## config.mk

```make
export PLATFORM = sky130hd
export DESIGN_NAME = tmc_timer_top
export DESIGN_NICKNAME = d
export VERILOG_FILES = /design/src/design/tmc_pkg.sv /design/src/design/tmc_prescaler.sv /design/src/design/tmc_edge_detect.sv /design/src/design/tmc_timer_top.sv
export VERILOG_INCLUDE_DIRS = /design/src /design/src/design
export SDC_FILE = /design/constraint.sdc
export NUM_CORES = 1
export LEC_CHECK = 0
export BUFFER_PORTS_ARGS = -buffer_cell sky130_fd_sc_hd__buf_4
export CAP_MARGIN = 10
export CORE_MARGIN = 10
export CORE_UTILIZATION = 47
export CTS_BUF_LIST = sky130_fd_sc_hd__clkbuf_4 sky130_fd_sc_hd__clkbuf_8 sky130_fd_sc_hd__clkbuf_16
export DETAILED_ROUTE_END_ITERATION = 10
export GPL_TIMING_DRIVEN = 0
export PLACE_DENSITY = 0.75
export REMOVE_ABC_BUFFERS = 1
export SLEW_MARGIN = 20
export SYNTH_ARGS = -nofsm -noshare
export SYNTH_HDL_FRONTEND = slang
export SYNTH_SLANG_ARGS = --single-unit
```

## constraint.sdc

```tcl
create_clock -name clk -period 2.93 [get_ports clk]
set_clock_uncertainty 0.15 [all_clocks]
set_input_delay 0.586 -clock clk [delete_from_list [all_inputs] [get_ports clk]]
set_output_delay 0.586 -clock clk [all_outputs]
set_load 0.005 [all_outputs]
```

## src/design/tmc_defs.svh

```systemverilog
// Constants of the 16-bit timer/counter core: offsets, fields, reset values.
// Assumes a 32-bit AXI4-Lite register bus and one 200 MHz clock.
//
// Summary of operation
// Start code 01 starts on command; 11 uses falling edges or a low window.
// Start code 00 halts and clears the counter; 10 is 11 with rising edges.
// Clock codes 00/01/10 divide by 2^11/2^7/2^3, or 2^12/2^8/2^4 with divider set.
// Clock code 11 advances the counter on edges of the input pin.
// Mode 00 is timer/trigger/event, 01 is window, 11 is pulse generation.
// A compare register takes its new value at the first source tick after upper byte.
// A lower-byte write alone leaves the active compare value unchanged.
// Software changes mode, clock, continuity and flip-flop only while start is 00.
// Auto-capture works only in plain timer, event counter and window modes.
// Software keeps A above B above 1 in pulse mode, else A above 1.
// Software keeps the output flip-flop bit at 0 outside pulse mode.
// Software writes register B only after selecting pulse generation mode.
// Stop-state entry forces start code to 00 and halts counting.
// Software reads captured counts only while capture is on and counter runs.
// Auto-capture copies the counter into B on source ticks; first read waits one.
// Timer mode increments the counter on every selected source tick once started.
// Counter equal to A raises the interrupt request, clears, and counts on; the code stops instead in edge-triggered timer mode and one-shot pulse mode.
// Auto-capture enable set to 1 keeps copying the running count into B.
// B accepts writes only in pulse mode; both data registers reset to all ones.
`ifndef TMC_DEFS_SVH
`define TMC_DEFS_SVH

`define TMC_OFS_CONTROL     8'h00
`define TMC_OFS_CMP_A       8'h04
`define TMC_OFS_CMP_B       8'h08
`define TMC_OFS_GEAR        8'h0C
`define TMC_OFS_STATUS      8'h10
`define TMC_OFS_ENABLE      8'h14
`define TMC_OFS_CLEAR       8'h18

`define TMC_CTL_MODE_LSB    0
`define TMC_CTL_CLK_LSB     2
`define TMC_CTL_START_LSB   4
`define TMC_CTL_OPT_BIT     6
`define TMC_CTL_TFF_BIT     7
`define TMC_CTL_RESET       8'h00
`define TMC_DATA_RESET      16'hFFFF

`define TMC_IRQ_MATCH_BIT   0
`define TMC_IRQ_PULSE_BIT   1

`define TMC_RESP_OKAY       2'h0
`define TMC_RESP_SLVERR     2'h2

`endif

```

## src/design/tmc_pkg.sv

```systemverilog
// Types of the 16-bit timer/counter core.
// Assumes the constants header is included by each module that needs numbers.
package tmc_pkg;

   typedef enum logic [1:0] {
      TMC_START_STOP = 2'b00,
      TMC_START_CMD  = 2'b01,
      TMC_START_RISE = 2'b10,
      TMC_START_FALL = 2'b11
   } tmc_start_t;

   typedef enum logic [1:0] {
      TMC_MODE_TIMER  = 2'b00,
      TMC_MODE_WINDOW = 2'b01,
      TMC_MODE_RSVD   = 2'b10,
      TMC_MODE_PULSE  = 2'b11
   } tmc_mode_t;

   typedef enum logic {
      TMC_IDLE = 1'b0,
      TMC_RUN  = 1'b1
   } tmc_run_t;

endpackage

```

## src/design/tmc_prescaler.sv

```systemverilog
// Free-running divider of the system clock with a selectable tap.
// Assumes a synchronous active-low reset; tick is one cycle per tap period.
`timescale 1ns/1ps
module tmc_prescaler
#(
   parameter int DIV_W = 12
)
(
   input  wire logic       clk,
   input  wire logic       resetn,
   input  wire logic [1:0] tap_select,
   input  wire logic       divider_select,
   output logic            tick
);
   logic [DIV_W-1:0] div;
   logic [DIV_W-1:0] tap_mask;

   // Low bits all ones mark one tick per 2^k cycles, see
   assign tap_mask = (tap_select == 2'b00) ? (divider_select ? 12'hFFF : 12'h7FF) :
                     (tap_select == 2'b01) ? (divider_select ? 12'h0FF : 12'h07F) :
                                             (divider_select ? 12'h00F : 12'h007);

   always_ff @(posedge clk)
   begin
      if (!resetn)
      begin
         div  <= '0;
         tick <= 1'b0;
      end
      else
      begin
         div  <= div + 1'b1;
         tick <= ((div & tap_mask) == tap_mask);
      end
   end
endmodule

```

## src/design/tmc_edge_detect.sv

```systemverilog
// Edge detector for the timer input pin.
// Assumes the pin is already synchronous to clk.
`timescale 1ns/1ps
module tmc_edge_detect
(
   input  wire logic clk,
   input  wire logic resetn,
   input  wire logic pin,
   output logic      level,
   output logic      rise,
   output logic      fall
);
   always_ff @(posedge clk)
   begin
      if (!resetn)
      begin
         level <= 1'b0;
         rise  <= 1'b0;
         fall  <= 1'b0;
      end
      else
      begin
         level <= pin;
         rise  <= pin & ~level;
         fall  <= ~pin & level;
      end
   end
endmodule

```

## src/design/tmc_timer_top.sv

```systemverilog
// Control and counting core of the 16-bit timer/counter with AXI4-Lite slave.
// Assumes one clock, synchronous active-low reset, pin synchronous to clk.
//
// Added by the designer: the placing of the registers and the AXI4-Lite slave port.
`timescale 1ns/1ps
`include "tmc_defs.svh"
module tmc_timer_top
   import tmc_pkg::*;
#(
   parameter int ADDR_W = 8
)
(
   input  wire logic              clk,
   input  wire logic              resetn,
   input  wire logic [ADDR_W-1:0] s_axi_awaddr,
   input  wire logic [2:0]        s_axi_awprot,
   input  wire logic              s_axi_awvalid,
   output logic                   s_axi_awready,
   input  wire logic [31:0]       s_axi_wdata,
   input  wire logic [3:0]        s_axi_wstrb,
   input  wire logic              s_axi_wvalid,
   output logic                   s_axi_wready,
   output logic [1:0]             s_axi_bresp,
   output logic                   s_axi_bvalid,
   input  wire logic              s_axi_bready,
   input  wire logic [ADDR_W-1:0] s_axi_araddr,
   input  wire logic [2:0]        s_axi_arprot,
   input  wire logic              s_axi_arvalid,
   output logic                   s_axi_arready,
   output logic [31:0]            s_axi_rdata,
   output logic [1:0]             s_axi_rresp,
   output logic                   s_axi_rvalid,
   input  wire logic              s_axi_rready,
   input  wire logic              timer_input_pin,
   input  wire logic              stop_mode_entry,
   output logic                   timer_interrupt_request,
   output logic                   pulse_out
);
   // Register state
   logic [7:0]        timer_control;
   logic              divider_select;
   logic [15:0]       compare_register_a;
   logic [15:0]       compare_capture_register_b;
   logic [7:0]        compare_a_lower_byte;
   logic [7:0]        compare_a_upper_byte;
   logic [7:0]        compare_b_lower_byte;
   logic [7:0]        compare_b_upper_byte;
   logic              a_pending;
   logic              b_pending;
   logic [1:0]        irq_status;
   logic [1:0]        irq_enable;
   logic [15:0]       count;
   tmc_run_t          run_state;
   tmc_run_t          next_run_state;

   // Bus state
   logic [ADDR_W-1:0] wr_addr;
   logic [31:0]       wr_data;
   logic [3:0]        wr_strb;
   logic              aw_have;
   logic              w_have;

   // Fields and decode
   tmc_start_t        start_control;
   tmc_mode_t         operating_mode_select;
   logic [1:0]        source_clock_select;
   logic              option_bit;
   logic              output_flipflop_control;
   logic              ext_clock;
   logic              pre_tick;
   logic              pin_level;
   logic              pin_rise;
   logic              pin_fall;
   logic              sel_edge;
   logic              src_tick;
   logic              window_open;
   logic              trigger_type;
   logic              count_en;
   logic [15:0]       count_inc;
   logic              match_a;
   logic              match_b;
   logic              capture_ok;
   logic              one_shot;
   logic              wr_fire;
   logic              wr_ctl;
   logic              wr_a;
   logic              wr_b;
   logic              wr_gear;
   logic              wr_en;
   logic              wr_clr;
   logic              wr_ro;
   logic              wr_hit;
   logic [1:0]        irq_set;
   logic [1:0]        irq_clr;
   logic [1:0]        next_irq_status;
   logic [7:0]        next_timer_control;
   logic              rd_hit;
   logic [31:0]       rd_mux;

   assign start_control           = tmc_start_t'(timer_control[`TMC_CTL_START_LSB +: 2]);
   assign operating_mode_select   = tmc_mode_t'(timer_control[`TMC_CTL_MODE_LSB +: 2]);
   assign source_clock_select     = timer_control[`TMC_CTL_CLK_LSB +: 2];
   assign option_bit              = timer_control[`TMC_CTL_OPT_BIT];
   assign output_flipflop_control = timer_control[`TMC_CTL_TFF_BIT];

   tmc_prescaler #(
      .DIV_W          (12)
   ) i_tmc_prescaler (
      .clk            (clk),
      .resetn         (resetn),
      .tap_select     (source_clock_select),
      .divider_select (divider_select),
      .tick           (pre_tick)
   );

   tmc_edge_detect i_tmc_edge_detect (
      .clk    (clk),
      .resetn (resetn),
      .pin    (timer_input_pin),
      .level  (pin_level),
      .rise   (pin_rise),
      .fall   (pin_fall)
   );

   // Edge polarity from start code: 11 falling, otherwise rising, see
   assign sel_edge     = (start_control == TMC_START_RISE) ? pin_rise :
                         (start_control == TMC_START_FALL) ? pin_fall : pin_rise;
   assign ext_clock    = (source_clock_select == 2'b11);
   // Pin edges replace the prescaler tap, see
   assign src_tick     = ext_clock ? sel_edge : pre_tick;
   // Window logic: 10 counts while high, 11 while low, see
   assign window_open  = (start_control == TMC_START_RISE) ? pin_level : ~pin_level;
   // Mode group select, see
   assign trigger_type = start_control[1] & ~ext_clock &
                         ((operating_mode_select == TMC_MODE_TIMER) |
                          (operating_mode_select == TMC_MODE_PULSE));
   assign count_en     = (run_state == TMC_RUN) & (start_control != TMC_START_STOP) & src_tick &
                         ((operating_mode_select != TMC_MODE_WINDOW) | window_open);
   assign count_inc    = count + 16'h0001;
   assign match_a      = count_en & (count_inc == compare_register_a);
   assign match_b      = count_en & (operating_mode_select == TMC_MODE_PULSE) &
                         (count_inc == compare_capture_register_b);
   assign one_shot     = (operating_mode_select == TMC_MODE_PULSE) & option_bit;
   // Capture only in plain timer, event counter and window modes, see
   assign capture_ok   = option_bit & (run_state == TMC_RUN) &
                         (((operating_mode_select == TMC_MODE_TIMER) &
                           ((start_control == TMC_START_CMD) | ext_clock)) |
                          (operating_mode_select == TMC_MODE_WINDOW));

   // Run state
   always_comb
   begin
      next_run_state = run_state;
      case (run_state)
         TMC_IDLE:
         begin
            if (start_control == TMC_START_CMD)
               next_run_state = TMC_RUN;
            else if (start_control[1] & ~trigger_type)
               next_run_state = TMC_RUN;
            else if (trigger_type & sel_edge)
               next_run_state = TMC_RUN;
         end
         TMC_RUN:
         begin
            if (start_control == TMC_START_STOP)
               next_run_state = TMC_IDLE;
            else if (match_a & (one_shot |
                     (trigger_type & (operating_mode_select == TMC_MODE_TIMER))))
               next_run_state = TMC_IDLE;
         end
         default:
            next_run_state = TMC_IDLE;
      endcase
   end

   always_ff @(posedge clk)
   begin
      if (!resetn)
         run_state <= TMC_IDLE;
      else
         run_state <= next_run_state;
   end

   // Up-counter: clear on stop, clear on compare match, else count, see
   always_ff @(posedge clk)
   begin
      if (!resetn)
         count <= 16'h0000;
      else if (start_control == TMC_START_STOP)
         count <= 16'h0000;
      else if (match_a)
         count <= 16'h0000;
      else if (count_en)
         count <= count_inc;
   end

   // Pulse output toggles at B and A matches, rests at the flip-flop bit
   always_ff @(posedge clk)
   begin
      if (!resetn)
         pulse_out <= 1'b0;
      else if ((run_state == TMC_IDLE) | (start_control == TMC_START_STOP))
         pulse_out <= output_flipflop_control;
      else if (match_a ^ match_b)
         pulse_out <= ~pulse_out;
   end

   // Bus write decode
   assign wr_fire = aw_have & w_have & ~s_axi_bvalid;
   assign wr_ctl  = wr_fire & (wr_addr == `TMC_OFS_CONTROL);
   assign wr_a    = wr_fire & (wr_addr == `TMC_OFS_CMP_A);
   assign wr_b    = wr_fire & (wr_addr == `TMC_OFS_CMP_B);
   assign wr_gear = wr_fire & (wr_addr == `TMC_OFS_GEAR);
   assign wr_en   = wr_fire & (wr_addr == `TMC_OFS_ENABLE);
   assign wr_clr  = wr_fire & (wr_addr == `TMC_OFS_CLEAR);
   assign wr_ro   = (wr_addr == `TMC_OFS_STATUS);
   assign wr_hit  = wr_ctl | wr_a | wr_b | wr_gear | wr_en | wr_clr | (wr_fire & wr_ro);

   // Stop-state entry wins over a software write of the start field, see
   assign next_timer_control = (wr_ctl & wr_strb[0]) ? wr_data[7:0] : timer_control;

   always_ff @(posedge clk)
   begin
      if (!resetn)
         timer_control <= `TMC_CTL_RESET;
      else if (stop_mode_entry)
         timer_control <= {next_timer_control[7:6], 2'b00, next_timer_control[3:0]};
      else
         timer_control <= next_timer_control;
   end

   always_ff @(posedge clk)
   begin
      if (!resetn)
         divider_select <= 1'b0;
      else if (wr_gear & wr_strb[0])
         divider_select <= wr_data[0];
   end

   // Byte staging of compare A; upper byte arms the load, see
   always_ff @(posedge clk)
   begin
      if (!resetn)
      begin
         compare_a_lower_byte <= 8'hFF;
         compare_a_upper_byte <= 8'hFF;
         a_pending            <= 1'b0;
         compare_register_a   <= `TMC_DATA_RESET;
      end
      else
      begin
         if (wr_a & wr_strb[0])
            compare_a_lower_byte <= wr_data[7:0];
         if (wr_a & wr_strb[1])
            compare_a_upper_byte <= wr_data[15:8];
         if (wr_a & wr_strb[1])
            a_pending <= 1'b1;
         else if (src_tick)
            a_pending <= 1'b0;
         if (a_pending & src_tick)
            compare_register_a <= {compare_a_upper_byte, compare_a_lower_byte};
      end
   end

   // Compare B: writes only in pulse mode, loads on tick; capture copies count,

   always_ff @(posedge clk)
   begin
      if (!resetn)
      begin
         compare_b_lower_byte       <= 8'hFF;
         compare_b_upper_byte       <= 8'hFF;
         b_pending                  <= 1'b0;
         compare_capture_register_b <= `TMC_DATA_RESET;
      end
      else
      begin
         if (wr_b & wr_strb[0] & (operating_mode_select == TMC_MODE_PULSE))
            compare_b_lower_byte <= wr_data[7:0];
         if (wr_b & wr_strb[1] & (operating_mode_select == TMC_MODE_PULSE))
            compare_b_upper_byte <= wr_data[15:8];
         if (wr_b & wr_strb[1] & (operating_mode_select == TMC_MODE_PULSE))
            b_pending <= 1'b1;
         else if (src_tick)
            b_pending <= 1'b0;
         if (capture_ok & src_tick)
            compare_capture_register_b <= count;
         else if (b_pending & src_tick)
            compare_capture_register_b <= {compare_b_upper_byte, compare_b_lower_byte};
      end
   end

   // Interrupt status: set wins over clear, see
   assign irq_set         = {match_b, match_a};
   assign irq_clr         = (wr_clr & wr_strb[0]) ? wr_data[1:0] : 2'b00;
   assign next_irq_status = (irq_status & ~irq_clr) | irq_set;

   always_ff @(posedge clk)
   begin
      if (!resetn)
      begin
         irq_status              <= 2'b00;
         irq_enable              <= 2'b00;
         timer_interrupt_request <= 1'b0;
      end
      else
      begin
         irq_status <= next_irq_status;
         if (wr_en & wr_strb[0])
            irq_enable <= wr_data[1:0];
         timer_interrupt_request <= |(irq_status & irq_enable);
      end
   end

   // Write channels
   always_ff @(posedge clk)
   begin
      if (!resetn)
      begin
         aw_have       <= 1'b0;
         w_have        <= 1'b0;
         wr_addr       <= '0;
         wr_data       <= 32'h00000000;
         wr_strb       <= 4'h0;
         s_axi_awready <= 1'b1;
         s_axi_wready  <= 1'b1;
         s_axi_bvalid  <= 1'b0;
         s_axi_bresp   <= `TMC_RESP_OKAY;
      end
      else
      begin
         if (s_axi_awvalid & s_axi_awready)
         begin
            aw_have       <= 1'b1;
            wr_addr       <= s_axi_awaddr;
            s_axi_awready <= 1'b0;
         end
         if (s_axi_wvalid & s_axi_wready)
         begin
            w_have       <= 1'b1;
            wr_data      <= s_axi_wdata;
            wr_strb      <= s_axi_wstrb;
            s_axi_wready <= 1'b0;
         end
         if (wr_fire)
         begin
            s_axi_bvalid <= 1'b1;
            s_axi_bresp  <= wr_hit ? `TMC_RESP_OKAY : `TMC_RESP_SLVERR;
         end
         if (s_axi_bvalid & s_axi_bready)
         begin
            s_axi_bvalid  <= 1'b0;
            aw_have       <= 1'b0;
            w_have        <= 1'b0;
            s_axi_awready <= 1'b1;
            s_axi_wready  <= 1'b1;
         end
      end
   end

   // Read decode
   assign rd_hit = (s_axi_araddr == `TMC_OFS_CONTROL) | (s_axi_araddr == `TMC_OFS_CMP_A) |
                   (s_axi_araddr == `TMC_OFS_CMP_B) | (s_axi_araddr == `TMC_OFS_GEAR) |
                   (s_axi_araddr == `TMC_OFS_STATUS) | (s_axi_araddr == `TMC_OFS_ENABLE) |
                   (s_axi_araddr == `TMC_OFS_CLEAR);
   assign rd_mux =
      (s_axi_araddr == `TMC_OFS_CONTROL) ? {24'h000000, timer_control} :
      (s_axi_araddr == `TMC_OFS_CMP_A)   ? {16'h0000, compare_register_a} :
      (s_axi_araddr == `TMC_OFS_CMP_B)   ? {16'h0000, compare_capture_register_b} :
      (s_axi_araddr == `TMC_OFS_GEAR)    ? {31'h00000000, divider_select} :
      (s_axi_araddr == `TMC_OFS_STATUS)  ? {30'h00000000, irq_status} :
      (s_axi_araddr == `TMC_OFS_ENABLE)  ? {30'h00000000, irq_enable} :
                                           32'h00000000;

   // Read channel
   always_ff @(posedge clk)
   begin
      if (!resetn)
      begin
         s_axi_arready <= 1'b1;
         s_axi_rvalid  <= 1'b0;
         s_axi_rdata   <= 32'h00000000;
         s_axi_rresp   <= `TMC_RESP_OKAY;
      end
      else if (s_axi_arvalid & s_axi_arready)
      begin
         s_axi_arready <= 1'b0;
         s_axi_rvalid  <= 1'b1;
         s_axi_rdata   <= rd_mux;
         s_axi_rresp   <= rd_hit ? `TMC_RESP_OKAY : `TMC_RESP_SLVERR;
      end
      else if (s_axi_rvalid & s_axi_rready)
      begin
         s_axi_arready <= 1'b1;
         s_axi_rvalid  <= 1'b0;
      end
   end
endmodule

```

* Yosys cells after proc, flatten, opt, wreduce, memory -nomap -nowiden
Cells that the tools add are included.
** Operators by class
- Add/sub/neg operators :: 2
- Eq/ne operators :: 23
- Multiplexer cells :: 36
- Bitwise gates (word level) :: 77
- Reduce and logical (&&, ||, !) cells :: 15
** Operator list (count)
- 2-to-1 mux 16 bit :: 5
- equality test 8 x 5 -> 1 bit (second input constant) :: 6
- AND 1 bit :: 45
- 2-to-1 mux 12 bit :: 3
- equality test 16 bit :: 2
- equality test 8 x 4 -> 1 bit (second input constant) :: 4
- 2-to-1 mux 1 bit :: 18
- bitwise OR 1 bit :: 18
- adder 16 x 1 -> 16 bit (second input constant) :: 1
- equality test 8 x 3 -> 1 bit (second input constant) :: 2
- logical NOT 8 bit :: 2
- 2-to-1 mux 8 bit :: 2
- adder 12 x 1 -> 12 bit (second input constant) :: 1
- AND 12 bit :: 1
- equality test 12 bit :: 1
- 2-to-1 mux 2 bit :: 6
- nonzero test 2 bit :: 6
- equality test 2 bit (second input constant) :: 4
- inverter 1 bit :: 8
- equality test 2 x 1 -> 1 bit (second input constant) :: 3
- logical NOT 2 bit :: 3
- OR reduction 2 bit :: 3
- AND 2 bit :: 2
- 2-to-1 mux 4 bit :: 1
- other kinds (6) :: 6
** Storage, ports and cells
- Register bits :: 183
- Output and inout port bits :: 43

* Longest topological paths before layout
Gate-level depths: netlist of the first run.
- Depth in word-level cells :: 11
- Gate-level depth with buffers :: 12

* Hierarchy
From an unflattened synthesis of the first run, not the netlist that was laid out.
** Unflattened totals
- Cell total of the unflattened synthesis :: 948
- Area total of the unflattened synthesis :: 7953.9 µm²
** By module, submodules not included
- tmc_timer_top :: times used 1, cells an instance 878, area an instance 7288.2 µm²
- tmc_prescaler :: times used 1, cells an instance 64, area an instance 580.6 µm²
- tmc_edge_detect :: times used 1, cells an instance 6, area an instance 85.1 µm²

* Least setup slack after synthesis of the first run
OpenSTA, ideal clock, no wires.
- Kind :: reg-to-reg
- From :: reg count[0]
- To :: reg count[13]
- Setup time :: 0.115 ns
- Arrival :: 2.522 ns
- Data required time :: 2.665 ns
- Setup slack :: 0.144 ns
- Cell stages (with the launch flop) :: 12
- Buffers on the path :: 3
- Cell sequence :: dfxtp_1 buf_4 nand3_4 or3_2 xnor2_1 or4b_1 nor3_1 and4_1 nand2b_1 buf_2 buf_4 nor2_1
** Between the ends
- Longest elaborated chain between the ends :: 4
** RTL lines
- start, declared :: RTL line tmc_timer_top.sv:52 : logic [15:0] count;
- start signal, assigned :: RTL line tmc_timer_top.sv:195 : count <= count_inc;
- adder 16 x 1 -> 16 bit (*) :: RTL line tmc_timer_top.sv:139 : assign count_inc = count + 16'h0001;
- equality test 16 bit :: RTL line tmc_timer_top.sv:140 : assign match_a = count_en & (count_inc == compare_register_a);
- AND 1 bit :: RTL line tmc_timer_top.sv:140
- OR reduction 3 bit (no source line)
Every way passes the cells marked *; elsewhere a longest branch is shown, timed or not.
A chain may end at the register's enable or synchronous reset.

* Worst setup path in the final report of the first run
- From :: reg count[2]
- To :: reg pulse_out
** Between the ends
- Longest elaborated chain between the ends :: 5
** RTL lines
- adder 16 x 1 -> 16 bit (*) :: RTL line tmc_timer_top.sv:139
- equality test 16 bit (on tied branches) :: RTL line tmc_timer_top.sv:140, tmc_timer_top.sv:142
- AND 1 bit (on tied branches) :: RTL line tmc_timer_top.sv:140, tmc_timer_top.sv:141
- bitwise XOR 1 bit (*) :: RTL line tmc_timer_top.sv:205 : else if (match_a ^ match_b)
- nonzero test 2 bit (no source line) (*)
- end signal, assigned :: RTL line tmc_timer_top.sv:204 : pulse_out <= output_flipflop_control;
- end signal, assigned :: RTL line tmc_timer_top.sv:206 : pulse_out <= ~pulse_out;
- end, declared :: RTL line tmc_timer_top.sv:37 : output logic pulse_out
Marked as above.

==> results of run 1 <==
==> report_power, final <==
part / internal (mW) / leakage, nW / total, mW / switching, mW
Combinational: 0.118 / 2.17 / 0.247 / 0.129
Clock: 1.58 / 0.324 / 2.51 / 0.924
Sequential: 2.29 / 1.35 / 2.33 / 0.0403
==> cell usage in the layout (no fill, tap or decap), types with 23 or more instances in the layout <==
master,count
sky130_fd_sc_hd__xnor2_1,38
sky130_fd_sc_hd__dfxtp_1,151
sky130_fd_sc_hd__a21boi_0,34
sky130_fd_sc_hd__mux2i_1,45
sky130_fd_sc_hd__nand2_1,195
sky130_fd_sc_hd__o21ai_0,32
sky130_fd_sc_hd__xor2_1,23
sky130_fd_sc_hd__nor2_1,44
sky130_fd_sc_hd__nand3_1,56
sky130_fd_sc_hd__buf_4,73
==> final cells by class <==
class / instances / share of cell area, %
tap: 220 / 2.980
sequential: 165 / 36.14
timing repair buffer: 75 / 6.177
inverter: 12 / 0.4877
multi-input combinational: 690 / 47.03
clock inverter: 11 / 2.127
clock buffer: 20 / 5.053
==> repair_timing <==
action,4_1_cts,5_1_grt
gates resized for setup,31,9
buffers inserted,0,6
cloned,1,0
pin swaps,0,2
endpoints found under the setup margin,28,26
==> through the flow <==
stage / setup TNS (ns) / utilization (%) / instance area (sq um) / hold WS, ns / std cells
2_1_floorplan: 0 / - / 7599 / 0.2711 / 866
3_3_place_gp: -17.25 / 50.51 / 8377 / 0.2961 / 1153
3_5_place_dp: -18.65 / 50.62 / 8394 / 0.3021 / 1154
4_1_cts: 0 / 55.17 / 9149 / 0.1668 / 1186
5_1_grt: -0.03722 / 55.70 / 9236 / 0.1700 / 1193
6_report: 0 / 55.70 / 9236 / 0.1711 / 1193
==> worst max-delay path: cells and delay by family, from the launching register on <==
family | cells | cell delay (ns)
DFF | 1 | 0.43
AOI/OAI and AO/OA | 2 | 0.54
and+or+nand+nor | 5 | 1.57
xor gates and xnor gates | 1 | 0.09
==> worst min-delay path by stage <==
| stage | start | endpoint | slack [ns] | cells after the start |
|---|---|---|---|---|
| 2_1_floorplan | i_tmc_edge_detect.level | i_tmc_edge_detect.rise | 0.27 | 1 |
| 3_3_place_gp | i_tmc_edge_detect.level | i_tmc_edge_detect.rise | 0.30 | 1 |
| 3_5_place_dp | i_tmc_edge_detect.level | i_tmc_edge_detect.fall | 0.30 | 2 |
| 4_1_cts | timer_input_pin | i_tmc_edge_detect.fall | 0.17 | 2 |
| 5_1_grt | timer_input_pin | i_tmc_edge_detect.fall | 0.17 | 2 |
| 6_report | timer_input_pin | i_tmc_edge_detect.fall | 0.17 | 2 |
==> registers in the layout, indices dropped and copies added (netlist names), 2 cells and up <==
signal and count:
compare_register_a 16, compare_b_lower_byte 8, compare_b_upper_byte 8, timer_control 8, wr_data 16, i_tmc_prescaler.div 12, wr_strb 2, irq_enable 2
s_axi_rdata 16, irq_status 2, wr_addr 8, compare_a_lower_byte 8, count 16, compare_a_upper_byte 8, compare_capture_register_b 16
==> cells by family after synthesis <==
group,after synthesis,synth area share (%)
simple gates,418,25.72
flops,165,41.66
compound gates,136,12.23
buf+inv,90,5.539
xor+xnor,66,8.190
mux,46,5.823
fa+ha+maj,5,0.7890
other cells,1,0.04730
==> routing by layer <==
layer	global-route usage (%)	wire length (um)	vias to the layer above
li1	-	-	3217
met1	22.36	8678	3046
met2	26.59	8902	217
met3	4.861	1534	35
met4	7.191	490	0
met5	0	0	-
==> impl_metrics.xml, run 1 <==
<?xml version="1.0" encoding="UTF-8"?>
<metrics>
  <group name="yosys">
    <metric name="synth_flop_cell" unit="">sky130_fd_sc_hd__dfxtp_1</metric>
    <metric name="synth_top_cell_area_share" unit="%">41.66</metric>
    <metric name="synth.top_cells.by_count" unit="">195 x sky130_fd_sc_hd__nand2_1, 165 x sky130_fd_sc_hd__dfxtp_1, 57 x sky130_fd_sc_hd__nand3_1</metric>
    <metric name="yosysMostFrequentCell" unit="">sky130_fd_sc_hd__nand2_1</metric>
    <metric name="synth.distinct_cells" unit="">67</metric>
    <metric name="ys_ff_latch" unit="">165</metric>
    <metric name="yosysWarningCount" unit="">0</metric>
    <metric name="post_synth_main_area_contributors" unit="">sky130_fd_sc_hd__dfxtp_1 42%, sky130_fd_sc_hd__nand2_1 9.2%, sky130_fd_sc_hd__mux2i_1 5.7%, sky130_fd_sc_hd__xnor2_1 4.2%, sky130_fd_sc_hd__nand3_1 3.6%</metric>
    <metric name="syn-mean-instance-area" unit="sq um">8.553</metric>
    <metric name="synth-seq-area-share" unit="%">41.66</metric>
    <metric name="netlist_instances" unit="">927</metric>
    <metric name="synth_largest_area_cell" unit="">sky130_fd_sc_hd__dfxtp_1</metric>
    <metric name="ys_async_sr_fraction" unit="%">0</metric>
    <metric name="netlist_area" unit="sq mm">0.007929</metric>
    <metric name="number_of_flops_mapped_to_enable_cells_by_yosys" unit="">0</metric>
  </group>
  <group name="sta">
    <metric name="setup_slack" unit="ns">0.03131</metric>
    <metric name="timing_worst_slew_pin_value" unit="ns">0.9554</metric>
    <metric name="achievable-frequency" unit="GHz">0.3450</metric>
    <metric name="setup_violations" unit="">0</metric>
    <metric name="final.period_utilization" unit="%">98.93</metric>
    <metric name="hold_violations" unit="">0</metric>
    <metric name="grt_setup_unrepaired" unit="">yes</metric>
    <metric name="period_minus_slack" unit="ns">2.899</metric>
    <metric name="report.final.slew_viol_count" unit="">0</metric>
    <metric name="timing.slew.headroom" unit="%">36.31</metric>
  </group>
  <group name="global_routing">
    <metric name="grt_antenna_before_repair" unit="">0</metric>
    <metric name="grtUsageTotal" unit="%">17.31</metric>
    <metric name="grt_first_pass_wirelength" unit="um">31390</metric>
    <metric name="largest_net_degree_at_the_start_of_global_routing" unit="">144</metric>
    <metric name="via_count_of_the_first_global_routing_pass" unit="">6085</metric>
    <metric name="global_route.overflow_total" unit="">0</metric>
  </group>
  <group name="clocking">
    <metric name="cts_tree" unit="">yes</metric>
    <metric name="tritoncts.num_buffers" unit="">17</metric>
    <metric name="worst_skew_pair.late_latency" unit="ns">0.43</metric>
    <metric name="clock_sinks" unit="">165</metric>
    <metric name="cts_hold_buffers" unit="">0</metric>
    <metric name="cts_max_level" unit="">4</metric>
    <metric name="cts-root-buf" unit="">sky130_fd_sc_hd__clkbuf_16</metric>
    <metric name="clock_edge_transition_at_the_registers_on_the_reported_setup_and_hold_paths" unit="ns">0.06</metric>
    <metric name="cts_max_path_buffers" unit="">2</metric>
  </group>
  <group name="floorplan">
    <metric name="die_h" unit="um">149.9</metric>
    <metric name="design.portCount" unit="">110</metric>
    <metric name="core-area" unit="sq mm">0.01658</metric>
    <metric name="placement_rows" unit="">47</metric>
    <metric name="fp.dieW" unit="um">149.9</metric>
    <metric name="design.die.area" unit="sq mm">0.02247</metric>
    <metric name="floorplan.initialDensity" unit="%">47.81</metric>
  </group>
  <group name="critical_path">
    <metric name="critical_path.startpoint_type" unit="">flop</metric>
    <metric name="rr_startpoint" unit="">count[2]</metric>
    <metric name="worst_setup_path_startpoint" unit="">count[2]</metric>
    <metric name="ordered_list_of_cells_on_the_worst_path" unit="">nand3_4 &gt; or4_4 &gt; a2111oi_4 &gt; nand4_1 &gt; or4_4 &gt; nor2_4 &gt; xor2_1 &gt; a211o_1</metric>
    <metric name="worstPathArrival" unit="ns">3.07</metric>
    <metric name="path_max_fanout" unit="">9</metric>
    <metric name="ff2ff_path_depth" unit="">8</metric>
    <metric name="critPathSlowestCell" unit="">sky130_fd_sc_hd__or4_4</metric>
    <metric name="cp-endpoint" unit="">pulse_out</metric>
    <metric name="max_stage_delay" unit="ns">0.59</metric>
    <metric name="timing.rr.end" unit="">pulse_out</metric>
    <metric name="worst_path_most_repeated_cell" unit="">sky130_fd_sc_hd__or4_4</metric>
    <metric name="critical_path_rt" unit="ns">3.10</metric>
    <metric name="rrSetupSlack" unit="ns">0.03</metric>
    <metric name="worstSetupPathType" unit="">reg2reg</metric>
    <metric name="setup.worst_path.end_class" unit="">flop</metric>
  </group>
  <group name="detailed_routing">
    <metric name="first_iter_violations" unit="">678</metric>
    <metric name="drc_errors" unit="">0</metric>
    <metric name="drt_pass1_iterations" unit="">7</metric>
    <metric name="avgRoutedWirePerCell" unit="um">16.43</metric>
    <metric name="vias" unit="">6515</metric>
    <metric name="drt-vias-per-instance" unit="">5.461</metric>
    <metric name="detail_route.wirelength" unit="um">19610</metric>
    <metric name="antenna_nets_post_route" unit="">0</metric>
  </group>
  <group name="power_and_ir_drop">
    <metric name="vdd_drop_max" unit="uV">451.9</metric>
    <metric name="power.density" unit="mW/mm^2">550.1</metric>
    <metric name="power.leakage" unit="nW">3.850</metric>
    <metric name="p_total" unit="mW">5.081</metric>
  </group>
  <group name="finish">
    <metric name="flow.area_growth_from_synthesis" unit="%">16.49</metric>
    <metric name="antenna-diode-count" unit="">0</metric>
    <metric name="layout.filler_cells" unit="">1532</metric>
    <metric name="design.final.nets" unit="">1033</metric>
    <metric name="multiInputGateArea" unit="sq mm">0.004344</metric>
    <metric name="drive_above_1_share" unit="%">15.31</metric>
    <metric name="ff_latch_area" unit="sq mm">0.003338</metric>
  </group>
  <group name="run">
    <metric name="cap_violations" unit="">0</metric>
  </group>
  <group name="hold_path">
    <metric name="worst_hold_path_type" unit="">in2reg</metric>
  </group>
  <group name="placed_design">
    <metric name="gp_congestion" unit="">0.9380</metric>
    <metric name="port-buffer-count" unit="">67</metric>
    <metric name="dp.final_hpwl" unit="um">13370</metric>
    <metric name="place_ws" unit="ns">-0.7877</metric>
  </group>
  <group name="run_status">
    <metric name="outcome" unit="">completed</metric>
  </group>
</metrics>
(Power assumes the default switching activity.)
==> run 2: changes to the inputs <==
--- a/config.mk
+++ b/config.mk
@@ -6,6 +6,7 @@
 export SDC_FILE = /design/constraint.sdc
 export NUM_CORES = 1
 export LEC_CHECK = 0
+export ABC_AREA = 1
 export BUFFER_PORTS_ARGS = -buffer_cell sky130_fd_sc_hd__buf_4
 export CAP_MARGIN = 10
 export CORE_MARGIN = 10
@@ -13,6 +14,7 @@
 export CTS_BUF_LIST = sky130_fd_sc_hd__clkbuf_4 sky130_fd_sc_hd__clkbuf_8 sky130_fd_sc_hd__clkbuf_16
 export DETAILED_ROUTE_END_ITERATION = 10
 export GPL_TIMING_DRIVEN = 0
+export MAX_ROUTING_LAYER = met4
 export PLACE_DENSITY = 0.75
 export REMOVE_ABC_BUFFERS = 1
 export SLEW_MARGIN = 20
==> run 2 against run 1 <==
Against the previous run:
- clock power is 9.6% lower
- combinational power increased by 6%
- worst setup slack better by 0.18 ns
- synthesized cell count rose by 18%
==> impl_metrics.xml, run 2 <==
<?xml version="1.0" encoding="UTF-8"?>
<metrics>
  <group name="yosys">
    <metric name="synth_mux_area_share" unit="%">0</metric>
    <metric name="number_of_flops_mapped_to_enable_cells_by_yosys" unit="">0</metric>
    <metric name="synth-seq-area-share" unit="%">42.94</metric>
    <metric name="ys_ff_latch" unit="">165</metric>
    <metric name="synth.distinct_cells" unit="">36</metric>
    <metric name="synth_largest_area_cell" unit="">sky130_fd_sc_hd__dfxtp_1</metric>
    <metric name="simple_gate_share_of_the_synthesized_area" unit="%">25.36</metric>
    <metric name="synth.top_cells.by_count" unit="">256 x sky130_fd_sc_hd__nand2_1, 165 x sky130_fd_sc_hd__dfxtp_1, 130 x sky130_fd_sc_hd__inv_1</metric>
    <metric name="largest_family_of_logic_cells_by_synthesized_area" unit="">simple AND/OR/NAND/NOR gates</metric>
    <metric name="synth-compound-area-share" unit="%">20.48</metric>
    <metric name="synth_flop_cell" unit="">sky130_fd_sc_hd__dfxtp_1</metric>
    <metric name="synth_top_cell_area_share" unit="%">42.94</metric>
    <metric name="syn-mean-instance-area" unit="sq um">7.051</metric>
    <metric name="netlist_area" unit="sq mm">0.007692</metric>
    <metric name="yosysWarningCount" unit="">0</metric>
    <metric name="post_synth_main_area_contributors" unit="">sky130_fd_sc_hd__dfxtp_1 43%, sky130_fd_sc_hd__nand2_1 12%, sky130_fd_sc_hd__inv_1 6.3%, sky130_fd_sc_hd__a21oi_1 5.9%, sky130_fd_sc_hd__o211ai_1 5.6%</metric>
    <metric name="yosysMostFrequentCell" unit="">sky130_fd_sc_hd__nand2_1</metric>
    <metric name="netlist_instances" unit="">1091</metric>
    <metric name="synth-xor-area-share" unit="%">0</metric>
    <metric name="ys_async_sr_fraction" unit="%">0</metric>
    <metric name="fraction_of_the_mapped_netlist_area_in_adder_cells" unit="%">0.8133</metric>
  </group>
  <group name="clocking">
    <metric name="clock_edge_transition_at_the_registers_on_the_reported_setup_and_hold_paths" unit="ns">0.06</metric>
    <metric name="worst_skew_pair.late_latency" unit="ns">0.43</metric>
    <metric name="tritoncts.num_buffers" unit="">17</metric>
    <metric name="cts_max_level" unit="">4</metric>
    <metric name="cts_tree" unit="">yes</metric>
    <metric name="post_cts.repair.setup_buffers" unit="">0</metric>
    <metric name="cts_max_path_buffers" unit="">2</metric>
    <metric name="cts-root-buf" unit="">sky130_fd_sc_hd__clkbuf_16</metric>
    <metric name="clock_sinks" unit="">165</metric>
  </group>
  <group name="floorplan">
    <metric name="floorplan.initialDensity" unit="%">48.25</metric>
    <metric name="die_h" unit="um">147.9</metric>
    <metric name="placement_rows" unit="">46</metric>
    <metric name="design.die.area" unit="sq mm">0.02188</metric>
    <metric name="design.portCount" unit="">110</metric>
    <metric name="fp.dieW" unit="um">147.9</metric>
    <metric name="core-area" unit="sq mm">0.01594</metric>
  </group>
  <group name="sta">
    <metric name="grt_setup_unrepaired" unit="">no</metric>
    <metric name="timing.slew.headroom" unit="%">26.36</metric>
    <metric name="achievable-frequency" unit="GHz">0.3676</metric>
    <metric name="setup_violations" unit="">0</metric>
    <metric name="whs" unit="ns">0.1959</metric>
    <metric name="timing_worst_slew_pin_value" unit="ns">1.103</metric>
    <metric name="report.final.slew_viol_count" unit="">0</metric>
    <metric name="period_minus_slack" unit="ns">2.720</metric>
    <metric name="hold_violations" unit="">0</metric>
    <metric name="final.period_utilization" unit="%">92.84</metric>
  </group>
  <group name="detailed_routing">
    <metric name="antenna_nets_post_route" unit="">0</metric>
    <metric name="first_iter_violations" unit="">696</metric>
    <metric name="detail_route.wirelength" unit="um">20690</metric>
    <metric name="drt_pass1_iterations" unit="">9</metric>
    <metric name="vias" unit="">7302</metric>
    <metric name="drt-vias-per-instance" unit="">5.357</metric>
    <metric name="drc_errors" unit="">0</metric>
    <metric name="avgRoutedWirePerCell" unit="um">15.18</metric>
  </group>
  <group name="power_and_ir_drop">
    <metric name="cellInternalPower" unit="mW">3.743</metric>
    <metric name="power.density" unit="mW/mm^2">546.8</metric>
    <metric name="pwr-share-comb" unit="%">5.4</metric>
    <metric name="seqPwrFrac" unit="%">47.9</metric>
    <metric name="clock_power_share" unit="%">46.7</metric>
    <metric name="total_switching_power" unit="mW">1.112</metric>
    <metric name="netSwitchingFraction" unit="%">22.91</metric>
    <metric name="power.leakage" unit="nW">3.877</metric>
    <metric name="vdd_drop_max" unit="uV">388.7</metric>
  </group>
  <group name="critical_path">
    <metric name="worstSetupPathType" unit="">reg2reg</metric>
    <metric name="path_max_fanout" unit="">6</metric>
    <metric name="critical_path_rt" unit="ns">3.10</metric>
    <metric name="setup.worst_path.end_class" unit="">flop</metric>
    <metric name="ordered_list_of_cells_on_the_worst_path" unit="">ha_1 &gt; nand2_1 &gt; nor2_4 &gt; nand4_1 &gt; nand2_1 &gt; nand2_1 &gt; nand2_1 &gt; nand2_1 &gt; nor2_1 &gt; nand3_1 &gt; nand2_1 &gt; nand4_1 &gt; nand2_1 &gt; nor2_1</metric>
    <metric name="worstPathArrival" unit="ns">2.89</metric>
    <metric name="critical_path.startpoint_type" unit="">flop</metric>
    <metric name="critPathSlowestCell" unit="">sky130_fd_sc_hd__dfxtp_1</metric>
    <metric name="worst_path_most_repeated_cell" unit="">sky130_fd_sc_hd__nand2_1</metric>
    <metric name="max_stage_delay" unit="ns">0.41</metric>
  </group>
  <group name="finish">
    <metric name="design.final.nets" unit="">1206</metric>
    <metric name="post_layout_nonfiller_instances" unit="">1363</metric>
    <metric name="final_common_cell" unit="">sky130_fd_sc_hd__nand2_1</metric>
    <metric name="flow.area_growth_from_synthesis" unit="%">15.42</metric>
    <metric name="antenna-diode-count" unit="">0</metric>
    <metric name="layout_common_cells" unit="">254 x sky130_fd_sc_hd__nand2_1, 164 x sky130_fd_sc_hd__dfxtp_1, 130 x sky130_fd_sc_hd__inv_1</metric>
    <metric name="drive_above_1_share" unit="%">10.72</metric>
  </group>
  <group name="placed_design">
    <metric name="dp.final_hpwl" unit="um">14190</metric>
    <metric name="placed_cells" unit="">1330</metric>
    <metric name="port-buffer-count" unit="">67</metric>
    <metric name="gp_congestion" unit="">0.9006</metric>
  </group>
  <group name="global_routing">
    <metric name="grt_antenna_before_repair" unit="">0</metric>
    <metric name="largest_net_degree_at_the_start_of_global_routing" unit="">121</metric>
    <metric name="grtUsageTotal" unit="%">19.04</metric>
    <metric name="global_route.overflow_total" unit="">0</metric>
    <metric name="grt_first_pass_wirelength" unit="um">33230</metric>
    <metric name="via_count_of_the_first_global_routing_pass" unit="">6739</metric>
  </group>
  <group name="run_status">
    <metric name="outcome" unit="">completed</metric>
  </group>
  <group name="hold_path">
    <metric name="worst_hold_path_type" unit="">in2reg</metric>
  </group>
  <group name="run">
    <metric name="cap_violations" unit="">0</metric>
  </group>
</metrics>
## run 2: worst paths after layout
kind / start / endpoint / slack (ns) / cells past startpoint
max: count[1] / pulse_out / 0.21 / 14
min: timer_input_pin / i_tmc_edge_detect.fall / 0.20 / 2
max reg2reg: count[1] / pulse_out / 0.21 / 14
min reg2reg: i_tmc_edge_detect.level / i_tmc_edge_detect.rise / 0.30 / 1
## run 2: cells by family after synthesis
| family | after synthesis |
|---|---|
| simple gates | 463 |
| compound gates | 265 |
| buf+inv | 192 |
| flops | 165 |
| fa+ha+maj | 5 |
| other cells | 1 |
## run 2: final cells by class
type | count | area, sq um
inverters | 131 | 491.7
well taps | 216 | 270.3
flip-flops and latches | 165 | 3304
multi-input cells | 752 | 3702
fillers | 1512 | 7064
repair buffers | 67 | 506.7
clock inverters | 10 | 121.4
clock buffers | 22 | 481.7
## run 2: per-stage QoR
step / utilization [%] / setup slack [ns] / area [sq um] / TNS, ns / power [mW]
after global placement: 51.59 / -0.6427 / 8224 / -15.33 / 2.630
after floorplan: - / 0.6055 / 7451 / 0 / 2.496
after global routing: 55.69 / 0.008318 / 8879 / 0 / 4.998
after detailed placement: 51.60 / -0.6731 / 8227 / -10.97 / 2.636
after CTS: 55.49 / 0.1181 / 8847 / 0 / 4.867
final: 55.69 / 0.2098 / 8879 / 0 / 4.855
## run 2: per-layer routing
metal	track usage (%)	vias up	wire (um)
met5	-	-	0
met4	7.284	0	420
met3	3.297	34	1149
met2	29.87	223	9460
met1	24.04	3335	9654
li1	-	3710	-
## run 2: power by group through the flow
stage / logic [mW] / clock network (mW) / registers (mW)
2_1_floorplan: 0.126 / 0 / 2.37
3_3_place_gp: 0.256 / 0 / 2.37
3_5_place_dp: 0.260 / 0 / 2.38
4_1_cts: 0.262 / 2.28 / 2.33
5_1_grt: 0.298 / 2.37 / 2.33
6_report: 0.262 / 2.27 / 2.33
## run 2: critical path, delay by kind of cell (launching register included)
family | cells | cell delay, ns
and+or+nand+nor | 13 | 1.83
DFF | 1 | 0.41
adders and majority gates | 1 | 0.22
## run 2: timing repair
item                                    CTS  global route
hold buffers                              0             0
cloned                                    0             1
endpoints found under the setup margin   31            27
pin swaps                                 0             1
resized for setup                         4             4
